[src/radio_cfg_params.svh]
// Offsets, field positions, reset values and constants of the config bank
`ifndef RADIO_CFG_PARAMS_SVH
`define RADIO_CFG_PARAMS_SVH

// Register indices as printed; byte address is four times the index
`define IDX_IQ_PHASE_TRIM      10'h118
`define IDX_IQ_AMPLITUDE_TRIM  10'h119
`define IDX_RADIO_BEHAV_CTRL   10'h11a
`define IDX_PREAMBLE_TOL       10'h11b
`define IDX_LINE_CODING_CFG    10'h11c

// Reset values of the five registers
`define RST_IQ_PHASE_TRIM      7'h00
`define RST_IQ_AMPLITUDE_TRIM  7'h00
`define RST_RADIO_BEHAV_CTRL   8'h00
`define RST_PREAMBLE_TOL       4'h0
`define RST_LINE_CODING_CFG    7'h00

// Trim field
`define TRIM_MSB               6

// Behaviour control bits
`define BIT_WAKE_EN            7
`define BIT_FILTER_CAL_EN      6
`define BIT_WAKE_RSSI_QUAL     5
`define BIT_TX_TO_RX           4
`define BIT_RX_TO_TX           3
`define BIT_CUSTOM_LOCK        2
`define BIT_LNA_OUT_EN         1
`define BIT_PA_OUT_EN          0

// Preamble tolerance field
`define PRE_TOL_MSB            3
`define PRE_TOL_OFF            4'h0
`define PRE_TOL_MAX            4'hc
`define PRE_TOL_LEAST_ADVISED  4'h8

// Line coding bits
`define BIT_MANCHESTER         6
`define BIT_PROG_CRC           5
`define BIT_BLOCK_CODING       4
`define BIT_WHITENING          3
`define SYM_LEN_MSB            2

// Frequency control lock mode code that asks for lock
`define LOCK_MODE_LOCK         2'h3

// Read value of reserved or unmapped data
`define RDATA_ZERO             32'h0000_0000

`endif

[src/radio_cfg_pkg.sv]
// Types shared by the radio mode and symbol configuration bank
`default_nettype none
package radio_cfg_pkg;

  // Radio operating state reported by the radio controller
  typedef enum logic [2:0] {
    powered_off_state,
    powered_idle_state,
    receive_state,
    transmit_state,
    sleep_state
  } radio_state_t;

endpackage : radio_cfg_pkg

`default_nettype wire

[src/radio_mode_symbol_config.sv]
// APB configuration bank for radio mode, trim and symbol coding settings
//
// Notes on behaviour
// - Seven-bit phase trim, top bit reads zero.
// - Seven-bit amplitude trim, top bit reads zero.
// - Wake enable bit turns smart wake on.
// - Calibrate filter on off-to-idle when enabled.
// - Wake signal-strength qualify follows its bit.
// - Auto receive after transmit when bit set.
// - Auto transmit after valid receive when set.
// - Turnarounds happen only in packet mode.
// - Custom lock time selected by enable bit.
// - LNA output high in receive when enabled.
// - PA output high in transmit when enabled.
// - Preamble tolerance selects twelve-pair match errors.
// - Block coding bit enables 8b/10b both ways.
// - Whitening bit enables whiten and dewhiten.
// - Symbol length zero eight bits, one ten.
// - Lock after preamble, sync only if disabled.
//
// Our own choice: the APB slave port.

`timescale 1ns/10ps
`default_nettype none
`include "radio_cfg_params.svh"

// Five byte-wide registers, one per bus word. Each
// transfer has one wait-free access cycle; fields
// feed the radio controller and amplifier pins.
module radio_mode_symbol_config #(
  parameter int          ADDR_W        = 12,       // APB address width
  parameter logic [15:0] DEFAULT_LOCK  = 16'h0000  // Built-in lock time
) (
  // Clock and reset
  input  wire logic                      pclk,
  input  wire logic                      presetn,
  // APB slave
  input  wire logic                      psel,
  input  wire logic                      penable,
  input  wire logic                      pwrite,
  input  wire logic [ADDR_W-1:0]         paddr,
  input  wire logic [31:0]               pwdata,
  input  wire logic [3:0]                pstrb,
  output logic      [31:0]               prdata,
  output logic                           pready,
  output logic                           pslverr,
  // Radio controller status, same clock domain
  input  wire radio_cfg_pkg::radio_state_t radio_state,
  input  wire logic                      packet_mode,
  input  wire logic                      tx_packet_done,
  input  wire logic                      rx_packet_valid,
  input  wire logic [15:0]               custom_lock_time,
  input  wire logic [1:0]                frequency_control_lock_select,
  // Radio controller requests
  output logic                           auto_receive_request,
  output logic                           auto_transmit_request,
  output logic                           filter_cal_start,
  output logic [15:0]                    synth_lock_time,
  // External amplifier control pins
  output logic                           lna_control_output,
  output logic                           pa_control_output,
  // Trim and mode settings
  output logic [6:0]                     iq_phase_adjust,
  output logic [6:0]                     iq_amplitude_adjust,
  output logic                           low_power_wake_enable,
  output logic                           wake_signal_strength_qualify,
  // Preamble detection settings
  output logic                           preamble_detect_enable,
  output logic [3:0]                     preamble_min_good_pairs,
  output logic                           lock_on_preamble,
  output logic                           lock_on_sync,
  // Symbol coding settings
  output logic                           manchester_coding_enable,
  output logic                           programmable_crc_select,
  output logic                           block_coding_enable,
  output logic                           whitening_enable,
  output logic [2:0]                     symbol_length_sel
);

  // Fields clear on presetn and feed the radio side
  // directly; a write shows one edge after access
  // Stored register fields; reserved bits are not stored
  logic [6:0]  phase_q,  phase_d;     // Phase trim value
  logic [6:0]  ampl_q,   ampl_d;      // Amplitude trim value
  logic [7:0]  behav_q,  behav_d;     // Behaviour control bits
  logic [3:0]  ptol_q,   ptol_d;      // Preamble tolerance
  logic [6:0]  coding_q, coding_d;    // Line coding bits

  // Bus answer registers
  logic [31:0] prdata_q,  prdata_d;   // Read data for access phase
  logic        pready_q,  pready_d;   // Ready for access phase
  logic        pslverr_q, pslverr_d;  // Error for unmapped address

  // Radio side registers
  radio_cfg_pkg::radio_state_t prev_state_q, prev_state_d; // Last state
  logic        auto_rx_q,   auto_rx_d;    // Receive request pulse
  logic        auto_tx_q,   auto_tx_d;    // Transmit request pulse
  logic        cal_q,       cal_d;        // Calibration start pulse
  logic [15:0] lock_q,      lock_d;       // Chosen lock time
  logic        lna_q,       lna_d;        // LNA pin level
  logic        pa_q,        pa_d;         // PA pin level
  logic        pre_en_q,    pre_en_d;     // Preamble detect enable
  logic        lock_pre_q,  lock_pre_d;   // Lock on preamble
  logic        lock_sync_q, lock_sync_d;  // Lock on sync word

  // Address decode helpers
  logic [9:0]  word_idx;                  // Word index of paddr
  logic        aligned;                   // Byte offset is zero
  logic        hit;                       // Address maps a register
  logic        setup;                     // Setup phase of a transfer
  logic        wr_go;                     // Write takes effect now
  logic [7:0]  rd_byte;                   // Selected register value

  // Only byte address bits [11:0] are decoded; all
  // five registers fit the default bus width
  assign word_idx = paddr[11:2];
  assign aligned  = (paddr[1:0] == 2'h0);
  assign setup    = psel & ~penable;
  // Write lands only at the completing edge of the access phase
  assign wr_go    = psel & penable & pready_q & pwrite & hit & pstrb[0];

  // Reserved bits are not stored but rebuilt as zero,
  // so software never reads back a stray one
  // Address decode and read mux; reserved bits read as zero
  always_comb begin
    rd_byte = 8'h00;
    hit     = 1'b0;
    if (aligned) begin
      unique case (word_idx)
        `IDX_IQ_PHASE_TRIM: begin
          hit     = 1'b1;
          rd_byte = {1'b0, phase_q};
        end
        `IDX_IQ_AMPLITUDE_TRIM: begin
          hit     = 1'b1;
          rd_byte = {1'b0, ampl_q};
        end
        `IDX_RADIO_BEHAV_CTRL: begin
          hit     = 1'b1;
          rd_byte = behav_q;
        end
        `IDX_PREAMBLE_TOL: begin
          hit     = 1'b1;
          rd_byte = {4'h0, ptol_q};
        end
        `IDX_LINE_CODING_CFG: begin
          hit     = 1'b1;
          rd_byte = {1'b0, coding_q};
        end
        default: begin
          // Unmapped word: read zero, answer with an error
          hit     = 1'b0;
          rd_byte = 8'h00;
        end
      endcase
    end
  end

  // Fields change only at the edge that ends a full
  // transfer; refused addresses leave them alone
  // Next values of the register fields
  always_comb begin
    phase_d  = phase_q;
    ampl_d   = ampl_q;
    behav_d  = behav_q;
    ptol_d   = ptol_q;
    coding_d = coding_q;
    if (wr_go) begin
      unique case (word_idx)
        `IDX_IQ_PHASE_TRIM: begin
          // Reserved top bit is dropped
          phase_d = pwdata[`TRIM_MSB:0];
        end
        `IDX_IQ_AMPLITUDE_TRIM: begin
          ampl_d = pwdata[`TRIM_MSB:0];
        end
        `IDX_RADIO_BEHAV_CTRL: begin
          behav_d = pwdata[7:0];
        end
        `IDX_PREAMBLE_TOL: begin
          ptol_d = pwdata[`PRE_TOL_MSB:0];
        end
        `IDX_LINE_CODING_CFG: begin
          coding_d = pwdata[6:0];
        end
        default: begin
          // Nothing stored for other words
          phase_d = phase_q;
        end
      endcase
    end
  end

  // Reset leaves every option, turnaround and
  // amplifier output off until software sets it
  // Register fields
  always_ff @(posedge pclk or negedge presetn) begin
    if (!presetn) begin
      phase_q  <= `RST_IQ_PHASE_TRIM;
      ampl_q   <= `RST_IQ_AMPLITUDE_TRIM;
      behav_q  <= `RST_RADIO_BEHAV_CTRL;
      ptol_q   <= `RST_PREAMBLE_TOL;
      coding_q <= `RST_LINE_CODING_CFG;
    end else begin
      phase_q  <= phase_d;
      ampl_q   <= ampl_d;
      behav_q  <= behav_d;
      ptol_q   <= ptol_d;
      coding_q <= coding_d;
    end
  end

  // Decode happens in setup and is registered, so the
  // answer comes from flops; no transfer ends in setup
  // Bus answer: captured in setup, so access phase always takes one cycle
  always_comb begin
    pready_d  = setup;
    pslverr_d = setup & ~hit;
    prdata_d  = prdata_q;
    if (setup) begin
      prdata_d = (hit && !pwrite) ? {24'h000000, rd_byte} : `RDATA_ZERO;
    end
  end

  // Read data keeps its last word after the access;
  // it means nothing once ready has fallen
  // Bus answer registers
  always_ff @(posedge pclk or negedge presetn) begin
    if (!presetn) begin
      prdata_q  <= `RDATA_ZERO;
      pready_q  <= 1'b0;
      pslverr_q <= 1'b0;
    end else begin
      prdata_q  <= prdata_d;
      pready_q  <= pready_d;
      pslverr_q <= pslverr_d;
    end
  end

  // Radio status shares this clock: no synchroniser.
  // Each request or pin lags its cause by one edge.
  // Radio side decisions, all registered so pins come from flip-flops
  always_comb begin
    prev_state_d = radio_state;
    // Status pulses last one cycle, so each one
    // yields exactly one request pulse
    // Turnarounds are gated by packet mode; stream modes never turn round
    auto_rx_d = behav_q[`BIT_TX_TO_RX] & packet_mode
              & tx_packet_done;
    auto_tx_d = behav_q[`BIT_RX_TO_TX] & packet_mode
              & rx_packet_valid;
    // One pulse per power-up edge from off to idle
    cal_d = behav_q[`BIT_FILTER_CAL_EN]
          & (prev_state_q == radio_cfg_pkg::powered_off_state)
          & (radio_state == radio_cfg_pkg::powered_idle_state);
    // Custom time is a level; write both bytes before
    // setting the enable, or a mixed value is used
    lock_d = behav_q[`BIT_CUSTOM_LOCK] ? custom_lock_time
                                       : DEFAULT_LOCK;
    // Disabled or sleeping pins sit low; the pin has no tri-state here
    lna_d = behav_q[`BIT_LNA_OUT_EN]
          & (radio_state == radio_cfg_pkg::receive_state);
    pa_d  = behav_q[`BIT_PA_OUT_EN]
          & (radio_state == radio_cfg_pkg::transmit_state);
    // Codes 1 to 7 are poor but legal, so they enable
    // detection; 13 to 15 are reserved
    // Detection runs for 1 to 12; zero and reserved codes switch it off
    pre_en_d = (ptol_q != `PRE_TOL_OFF)
             & (ptol_q <= `PRE_TOL_MAX);
    // Sync lock only for tolerance code zero; reserved codes 13 to 15 give neither lock
    lock_pre_d  = (frequency_control_lock_select == `LOCK_MODE_LOCK)
                & pre_en_d;
    lock_sync_d = (frequency_control_lock_select == `LOCK_MODE_LOCK)
                & (ptol_q == `PRE_TOL_OFF);
  end

  // Previous state starts powered off, so the first
  // move to idle after reset can start a calibration
  // Radio side registers
  always_ff @(posedge pclk or negedge presetn) begin
    if (!presetn) begin
      prev_state_q <= radio_cfg_pkg::powered_off_state;
      auto_rx_q    <= 1'b0;
      auto_tx_q    <= 1'b0;
      cal_q        <= 1'b0;
      lock_q       <= 16'h0000;
      lna_q        <= 1'b0;
      pa_q         <= 1'b0;
      pre_en_q     <= 1'b0;
      lock_pre_q   <= 1'b0;
      lock_sync_q  <= 1'b0;
    end else begin
      prev_state_q <= prev_state_d;
      auto_rx_q    <= auto_rx_d;
      auto_tx_q    <= auto_tx_d;
      cal_q        <= cal_d;
      lock_q       <= lock_d;
      lna_q        <= lna_d;
      pa_q         <= pa_d;
      pre_en_q     <= pre_en_d;
      lock_pre_q   <= lock_pre_d;
      lock_sync_q  <= lock_sync_d;
    end
  end

  // Pins below are plain wires from the flops above
  // Bus outputs
  assign prdata  = prdata_q;
  assign pready  = pready_q;
  assign pslverr = pslverr_q;

  // Requests are pulses; the radio controller makes
  // the actual state change and times it
  // Radio requests and pins
  assign auto_receive_request  = auto_rx_q;
  assign auto_transmit_request = auto_tx_q;
  assign filter_cal_start      = cal_q;
  assign synth_lock_time       = lock_q;
  assign lna_control_output    = lna_q;
  assign pa_control_output     = pa_q;

  // Settings are levels; what a reserved symbol length
  // code means is left to the radio controller
  // Settings from the stored fields; detect and lock flags from radio side flops
  assign iq_phase_adjust              = phase_q;
  assign iq_amplitude_adjust          = ampl_q;
  assign low_power_wake_enable        = behav_q[`BIT_WAKE_EN];
  assign wake_signal_strength_qualify = behav_q[`BIT_WAKE_RSSI_QUAL];
  // Qualify is only meaningful while smart wake runs
  assign preamble_detect_enable       = pre_en_q;
  // Required good pairs out of twelve; 12 - value errors allowed
  assign preamble_min_good_pairs      = ptol_q;
  assign lock_on_preamble             = lock_pre_q;
  assign lock_on_sync                 = lock_sync_q;
  assign manchester_coding_enable     = coding_q[`BIT_MANCHESTER];
  assign programmable_crc_select      = coding_q[`BIT_PROG_CRC];
  assign block_coding_enable          = coding_q[`BIT_BLOCK_CODING];
  assign whitening_enable             = coding_q[`BIT_WHITENING];
  // Reserved codes 2..7 are stored and passed on unchanged
  assign symbol_length_sel            = coding_q[`SYM_LEN_MSB:0];

endmodule // radio_mode_symbol_config

`default_nettype wire

[config.mk]
export PLATFORM = sky130hd
export DESIGN_NAME = radio_mode_symbol_config
export DESIGN_NICKNAME = d
export VERILOG_FILES = /design/src/radio_cfg_pkg.sv /design/src/radio_mode_symbol_config.sv
export VERILOG_INCLUDE_DIRS = /design/src /design/src/src
export SDC_FILE = /design/constraint.sdc
export NUM_CORES = 1
export LEC_CHECK = 0
export BUFFER_PORTS_ARGS = -buffer_cell sky130_fd_sc_hd__buf_2
export CAP_MARGIN = 20
export CORE_ASPECT_RATIO = 0.8
export CORE_UTILIZATION = 40
export CTS_BUF_LIST = sky130_fd_sc_hd__clkbuf_16
export DETAILED_ROUTE_END_ITERATION = 6
export GPL_TIMING_DRIVEN = 0
export PLACE_DENSITY = 0.71
export RECOVER_POWER = 100
export REMOVE_ABC_BUFFERS = 1
export SKIP_CTS_REPAIR_TIMING = 1
export SLEW_MARGIN = 20
export SYNTH_ARGS = -nofsm -noshare
export SYNTH_HDL_FRONTEND = slang
export SYNTH_SLANG_ARGS = --single-unit
[constraint.sdc]
create_clock -name pclk -period 3.9 [get_ports pclk]
set_input_delay 0.585 -clock pclk [delete_from_list [all_inputs] [get_ports pclk]]
set_output_delay 0.585 -clock pclk [all_outputs]
set_load 0.05 [all_outputs]
# Word-level counts from Yosys, hierarchy flattened
# Index checks and enable logic that the tools add are counted.
[word_totals]
ff_bits = 94
[op_classes]
order_cmp = 1
n_eq_ne = 9
mux = 6
n_bitwise = 20
n_reduce_logical = 12
[op_table]
columns = ["operator", "count"]
rows = [
  ["equality test 10 x 9 -> 1 bit, second input constant", 5],
  ["case mux 8 bit (5 select lines)", 1],
  ["bitwise AND 1 bit", 18],
  ["two-way mux 16 bit", 1],
  ["two-way mux 8 bit", 2],
  ["AND reduction 2 bit", 5],
  ["equality test 3 x 2 -> 1 bit, second input constant", 2],
  ["OR reduction 5 bit", 1],
  ["less-or-equal comparator 4 bit, second input constant", 1],
  ["logical NOT 4 bit", 1],
  ["nonzero test 4 bit", 1],
  ["equality test 3 x 1 -> 1 bit, second input constant", 1],
  ["logical NOT 3 bit", 1],
  ["equality test 2 bit, second input constant", 1],
  ["logical NOT 2 bit", 1],
  ["two-way mux 1 bit", 2],
  ["inverter 1 bit", 2],
  ["logical AND 1 bit", 1],
  ["logical NOT 1 bit", 1],
]

# Logic depth before layout (Yosys ltp)
# Gate-level depths: netlist of the first run.
[logic_depth]
ltp_word = 7
mapped_depth = 6

# Worst setup path before layout of the first run
# No wires, ideal clock.
[synth_timing]
kind = "input-to-reg"
startpoint = "input port paddr[1]"
endpoint = "register behav_q[0]"
setup_time_ns = 0.125
t_arrival_ns = 2.297
required_time_ns = 3.775
slack_ns = 1.478
path_stages = 6
path_buffers = 2
path_cell_list = "or3b_1 -> or3_1 -> buf_6 -> or4_4 -> buf_6 -> mux2_4"
[synth_between]
elab_chain_cells = 5
[synth_lines]
columns = ["item", "line_no", "text"]
rows = [
  ["start, declared", "radio_mode_symbol_config.sv:41", "input wire logic [ADDR_W-1:0] paddr,"],
  ["logical NOT 2 bit", "radio_mode_symbol_config.sv:117", "assign aligned = (paddr[1:0] == 2'h0);"],
  ["two-way mux 1 bit", "radio_mode_symbol_config.sv:128", "if (aligned) begin"],
  ["bitwise AND 1 bit (2 in series)", "radio_mode_symbol_config.sv:120", "assign wr_go = psel & penable & pready_q & pwrite & hit & pstrb[0];"],
  ["AND reduction 2 bit (no line)", "n/a", ""],
  ["end signal, assigned", "radio_mode_symbol_config.sv:201", "behav_q <= `RST_RADIO_BEHAV_CTRL;"],
  ["end signal, assigned", "radio_mode_symbol_config.sv:207", "behav_q <= behav_d;"],
  ["end, declared", "radio_mode_symbol_config.sv:85", "logic [7:0] behav_q, behav_d;"],
]
# No other way between the ends.
# A chain may end at the register's enable or synchronous reset.

# Worst setup path after layout of the first run
[layout_timing]
startpoint = "input port paddr[11]"
endpoint = "register phase_q[2], in the netlist iq_phase_adjust[2]"
[layout_between]
elab_chain_cells = 7
[layout_lines]
columns = ["item", "line_no", "text"]
rows = [
  ["equality test 10 x 9 -> 1 bit (on tied branches)", "radio_mode_symbol_config.sv:129, radio_mode_symbol_config.sv:169", ""],
  ["OR reduction 5 bit (no line)", "n/a", ""],
  ["two-way mux 1 bit", "radio_mode_symbol_config.sv:129", "unique case (word_idx)"],
  ["two-way mux 1 bit", "radio_mode_symbol_config.sv:128", ""],
  ["bitwise AND 1 bit (2 in series)", "radio_mode_symbol_config.sv:120", ""],
  ["AND reduction 2 bit (no line) *", "n/a", ""],
  ["end signal, assigned", "radio_mode_symbol_config.sv:199", "phase_q <= `RST_IQ_PHASE_TRIM;"],
  ["end signal, assigned", "radio_mode_symbol_config.sv:205", "phase_q <= phase_d;"],
  ["end, declared", "radio_mode_symbol_config.sv:83", "logic [6:0] phase_q, phase_d;"],
]
# Every way passes the cells marked *; elsewhere a longest branch is shown, timed or not.

==> results of run 1 <==
## sequential cells by signal (all words and copies together), names as in the netlist, 3 cells and up
signal,flops
prev_state_q,3
coding_q,7
iq_amplitude_adjust,7
prdata,8
iq_phase_adjust,7
synth_lock_time,16
behav_q,8
preamble_min_good_pairs,4
## power by group through the flow
stage               Clock, W  Sequential, W  Combinational [W]
detailed placement         0       0.000744           0.000130
global route        0.000861       0.000731           0.000137
floorplan                  0       0.000750          0.0000641
global placement           0       0.000744           0.000124
CTS                 0.000825       0.000731           0.000130
finish              0.000804       0.000731           0.000126
## cells in the mapped netlist (all sizes together) (4+ instances only)
library cell / number / share of area
nand3b: 4 / 0.0097
clkbuf: 7 / 0.0085
mux2i: 10 / 0.032
nand2b: 4 / 0.0081
o21ai: 8 / 0.013
and2: 16 / 0.032
and3: 4 / 0.0081
nor2: 7 / 0.0085
mux2: 33 / 0.13
dfrtp: 70 / 0.57
nand2: 13 / 0.016
buf: 27 / 0.067
## per-layer routing
metal / track usage / wire [um] / up-vias
met1: 0.236 / 3190 / 1047
met2: 0.282 / 3180 / 80
li1: - / - / 1038
met5: 0 / 0 / -
met4: 0.0841 / 100 / 0
met3: 0.0487 / 348 / 11
## through the flow
step           hold WS [ps]   util  std cells  area [um2]  worst slack (ps)
4_1_cts                 105  0.533        465        3960              1330
5_1_grt                 419  0.513        465        3810               725
2_1_floorplan           289      -        233        2950              1510
6_report                392  0.513        465        3810               888
3_5_place_dp            465  0.492        449        3660               978
3_3_place_gp            458  0.488        448        3630              1020
## cells in the final DEF, fill, tap and decap left out, types with 2 or more instances in the layout
cell type   Yosys  final
nor4b_1         2      2
nand3b_1        4      4
or4_1           1      2
clkbuf_1        7     66
inv_1           2      2
dfrtp_1        70     70
or3_1           2      2
and2_0          0      8
nor3_1          2      2
clkbuf_16       0      9
a21oi_1         3      3
nor2_1          7      7
mux2_2         25     20
o21ai_0         8      8
nand4_1         2      2
nand3_1         2      2
mux2i_1        10     10
clkinvlp_4      0      3
nand2b_1        4      4
a31oi_1         3      3
nand2_1        13     13
o22ai_1         3      3
and2_1         16      8
a211oi_1        2      2
conb_1          1     24
buf_2           0     44
mux2_1          0     12
and3_1          4      4
nor4_1          0      3
## area by class of cell
class	instances	area, um2	area share
clock buffer	9	225	0.0591
clock inverter	7	73.8	0.0194
inverter	2	7.51	0.00197
multi-input combinational	161	1130	0.296
sequential	70	1750	0.459
tap	105	131	0.0344
timing repair buffer	111	495	0.130
## worst max path at each step
stage / end / depth (start not counted)
final: iq_phase_adjust[2]$_DFFE_PN0P_ / 5
after global routing: iq_phase_adjust[0]$_DFFE_PN0P_ / 5
after CTS: iq_phase_adjust[6]$_DFFE_PN0P_ / 5
after detailed placement: iq_phase_adjust[6]$_DFFE_PN0P_ / 5
after global placement: iq_phase_adjust[0]$_DFFE_PN0P_ / 5
after floorplan: behav_q[0]$_DFFE_PN0P_ / 4
## logic make-up after synthesis
kind of cell / after synthesis / share of synthesized area
flops: 70 / 0.567
mux: 43 / 0.162
other cells: 1 / 0.00121
buf+inv: 36 / 0.0777
compound gates: 25 / 0.0518
simple gates: 69 / 0.140
==> impl_metrics.toml, run 1 <==
[run_status]
status = "finished with violations"
violations = "capacitance limit, slew limit"

[clocking]
htree_num_levels = 3
clk-insertion-delay-late_ps = 330
cts_buffers = 9
cts_buffer_depth = 2
cts.sinks = 70
cts_root_buffer = "clkbuf_16"
clk_pin_slew_ps = 60
cts_tree = "yes"

[final_layout]
syn_to_final_growth_pct = 23.4
diodes = 0
nNetsFinal = 432
drive_above_1_share = 0.231
num-fill-cells = 730

[pwr]
peakVddDrop_mv = 0.260
seqPwrFrac = 0.440
p_sw_w = 0.000409
totalPowerFinal_w = 0.00166
clock_power_share = 0.484
p_comb_frac = 0.076
powerDensity_mw_per_mm2 = 436
power.internal_w = 0.00125
swShare = 0.246
leakage_nw = 1.86

[worst_setup_path]
slowest_stage = "nor4_1"
slowest_delay_ps = 1300
cp.arrival_ps = 3220
crit_family = "simple AND/OR/NAND/NOR gates"
crit_start = "paddr[11]"
setup.worst_path.end_class = "register"
rr_worst_depth = 4
path_class = "in2reg"
reg2reg_slack_ps = 1160
reg2reg_from = "pready$_DFF_PN0_"
worstPathMaxFanout = 7
timing.rr.end = "iq_phase_adjust[2]$_DFFE_PN0P_"
worstPathBufferInverterCount = 1
worst_ep_required_time_ps = 4110
crit_chain = "buf_2, nand3b_1, or3_1, nor4_1, mux2_2"
cp-start-kind = "primary input"

[routing]
drc = 0
wire_per_inst_um = 14.6
drt_iter0_markers = 67
wirelength_um = 6810
via_per_inst = 4.68
vias = 2176
dr.pass1.iters = 5
drtAntennaViolNets = 0

[yosys]
synth-main-ff-cell = "dfrtp_1"
avgSynthCellArea_um2 = 12.7
ys_warn_count = 0
synth_cell_types = 42
syn_inst = 244
netlist_area_mm2 = 0.00309
synth_edf_count = 0
synth_seq_cells = 70
async_flop_share = 1.00
seq_area_frac_synth = 0.567

[sta]
skew_ps = 7.25
tns_ps = 0
worst_pin_slew_ps = 1680
report.final.slew_viol_count = 24
fmax_mhz = 332
setup-violations-final = 0
rsz0062_at_grt = "no"
period_share = 0.772
layout_min_cycle_time_ps = 3010
max_slew_margin = -0.129
finalHoldViolCount = 0

[floorplan]
ioPinCount = 162
die-area_mm2 = 0.00809
start_util = 0.416
core_area_mm2 = 0.00743
num_rows = 28
die_h_um = 80.6
fp.dieW_um = 100

[grt]
grt.overflow.total = 0
grt_use_total = 0.181
grt_pass1_vias = 2141
grt_pass1_wl_um = 10900
antenna_found_initial = 0
grt_max_degree = 56

[placed_design]
port_buffers = 110
gp_routability_congestion = 0.757
place_hpwl_um = 5010

[run]
drv_cap = 3

[hold_path]
hp-class = "in2async"
Note: power is estimated with default switching activity, not from simulation.
==> run 2: changes to the inputs <==
--- a/config.mk
+++ b/config.mk
@@ -6,6 +6,7 @@
 export SDC_FILE = /design/constraint.sdc
 export NUM_CORES = 1
 export LEC_CHECK = 0
+export ABC_AREA = 1
 export BUFFER_PORTS_ARGS = -buffer_cell sky130_fd_sc_hd__buf_2
 export CAP_MARGIN = 20
 export CORE_ASPECT_RATIO = 0.8
@@ -13,7 +14,7 @@
 export CTS_BUF_LIST = sky130_fd_sc_hd__clkbuf_16
 export DETAILED_ROUTE_END_ITERATION = 6
 export GPL_TIMING_DRIVEN = 0
-export PLACE_DENSITY = 0.71
+export PLACE_DENSITY = 0.72
 export RECOVER_POWER = 100
 export REMOVE_ABC_BUFFERS = 1
 export SKIP_CTS_REPAIR_TIMING = 1
==> constraint.sdc (replaced) <==
create_clock -name pclk -period 2.54 [get_ports pclk]
set_input_delay 0.381 -clock pclk [delete_from_list [all_inputs] [get_ports pclk]]
set_output_delay 0.381 -clock pclk [all_outputs]
set_load 0.05 [all_outputs]
==> impl_metrics.toml, run 2 <==
[run_status]
status = "complete, no violations"

[yosys]
synth_seq_cells = 70
seq_area_frac_synth = 0.517
ys_warn_count = 0
synth.area.top_cells = "dfrtp_1, nand2_1, buf_4"
synth_top_area_cell = "dfrtp_1"
synth_edf_count = 0
async_flop_share = 1.00
synth_cell_types = 30
synth_most_common_cell = "nand2_1"
yosys-top-cells-count = "nand2_1, dfrtp_1, inv_1"
synth-main-ff-cell = "dfrtp_1"
syn_inst = 378
netlist_area_mm2 = 0.00339
avgSynthCellArea_um2 = 8.96
synth_top_cell_area_share = 0.517

[sta]
rsz0062_at_grt = "no"
period_share = 0.786
skew_ps = 8.67
finalHoldViolCount = 0
setup-violations-final = 0
report.final.slew_viol_count = 0
tns_ps = 0
fmax_mhz = 501
layout_min_cycle_time_ps = 2000
max_slew_margin = 0.0806
worst_pin_slew_ps = 1380

[clocking]
clk-insertion-delay-late_ps = 340
cts_root_buffer = "clkbuf_16"
htree_num_levels = 3
cts.sinks = 70
cts_tree = "yes"
cts_buffer_depth = 2
clk_pin_slew_ps = 60
cts_buffers = 9

[final_layout]
largest_register_ffs = 16
diodes = 0
drive_above_1_share = 0.175
num-fill-cells = 792
multi_input_area_mm2 = 0.00121
seq_area_mm2 = 0.00175
syn_to_final_growth_pct = 20.4
nNetsFinal = 570
layout_common_cells = "nand2_1, dfrtp_1, clkbuf_1"
layout_commonest_cell = "nand2_1"

[placed_design]
place_hpwl_um = 5970
gp_routability_congestion = 0.791
port_buffers = 110

[pwr]
power.internal_w = 0.00182
seqPwrFrac = 0.453
p_sw_w = 0.000652
clock_power_share = 0.464
p_comb_frac = 0.082
totalPowerFinal_w = 0.00247
leakage_nw = 2.28
powerDensity_mw_per_mm2 = 607
peakVddDrop_mv = 0.287
swShare = 0.264

[floorplan]
fp.dieW_um = 105
start_util = 0.420
die_h_um = 84.3
num_rows = 29
die-area_mm2 = 0.00884
ioPinCount = 162
core_area_mm2 = 0.00806

[worst_setup_path]
cp.arrival_ps = 2230
cp-start-kind = "register"
setup.worst_path.end_class = "register"
worstPathMaxFanout = 16
worst_ep_required_time_ps = 2780
path_class = "reg2reg"

[grt]
grt_pass1_vias = 2571
grt_use_total = 0.194
antenna_found_initial = 0
grt_pass1_wl_um = 13100
grt.overflow.total = 0
grt_max_degree = 49

[routing]
dr.pass1.iters = 4
vias = 2801
wirelength_um = 8150
via_per_inst = 4.62
drc = 0
drt_iter0_markers = 165
wire_per_inst_um = 13.4
drtAntennaViolNets = 0

[hold_path]
hp-class = "in2reg"

[run]
drv_cap = 0
-- run 2: critical path, stage by stage, from the launching register on --
cell	delay (ps)
dfrtp_1	340
nand3_1	120
nor3_4	540
nand4_2	520
o21ai_0	370
-- run 2: final timing paths --
path | start | cells after the start | to | slack, ps
max | pready$_DFF_PN0_ | 4 | behav_q[7]$_DFFE_PN0P_ | 540
min in group asynchronous | presetn | 2 | behav_q[4]$_DFFE_PN0P_ | 890
max reg2reg | pready$_DFF_PN0_ | 4 | behav_q[7]$_DFFE_PN0P_ | 540
min | radio_state[2] | 1 | prev_state_q[2]$_DFF_PN0_ | 180
max in group asynchronous | presetn | 3 | preamble_min_good_pairs[1]$_DFFE_PN0P_ | 800
min reg2reg | prev_state_q[0]$_DFF_PN0_ | 1 | filter_cal_start$_DFF_PN0_ | 410
-- run 2: through the flow --
stage | setup WS [ps] | instances | hold slack (ps) | utilization | area [um2]
2_1_floorplan | 654 | 370 | 85.4 | - | 3230
3_3_place_gp | 622 | 588 | 396 | 0.487 | 3920
3_5_place_dp | 537 | 589 | 302 | 0.490 | 3950
4_1_cts | 681 | 605 | -56.8 | 0.525 | 4230
5_1_grt | 371 | 606 | 188 | 0.506 | 4080
6_report | 544 | 606 | 183 | 0.506 | 4080
-- run 2: logic make-up (layout without fill, tap and decap cells) --
kind of cell,Yosys count,after routing,share of synthesized area
flip-flops,70,70,0.517
AO/OA/AOI/OAI,28,28,0.0558
other,1,24,0.00111
AND/OR/NAND/NOR,195,195,0.297
buffers and inverters,84,181,0.129
-- run 2: area by class of cell --
class                      count  area share
tap                          108      0.0332
clock buffer                   9      0.0553
timing repair buffer         112       0.124
sequential                    70       0.430
multi-input combinational    247       0.296
inverter                      53      0.0488
clock inverter                 7      0.0126
-- run 2: power groups by stage --
stage	registers (W)	logic (W)	clock network, W
2_1_floorplan	0.00115	0.000118	0
3_3_place_gp	0.00114	0.000202	0
3_5_place_dp	0.00114	0.000211	0
4_1_cts	0.00112	0.000211	0.00117
5_1_grt	0.00112	0.000220	0.00121
6_report	0.00112	0.000203	0.00115
-- run 2: metal layers --
layer,track usage,vias up,share of wire
met5,0,-,0
met2,0.304,107,0.46
met3,0.0528,10,0.071
met4,0.0768,0,0.013
met1,0.257,1318,0.45
li1,-,1366,-
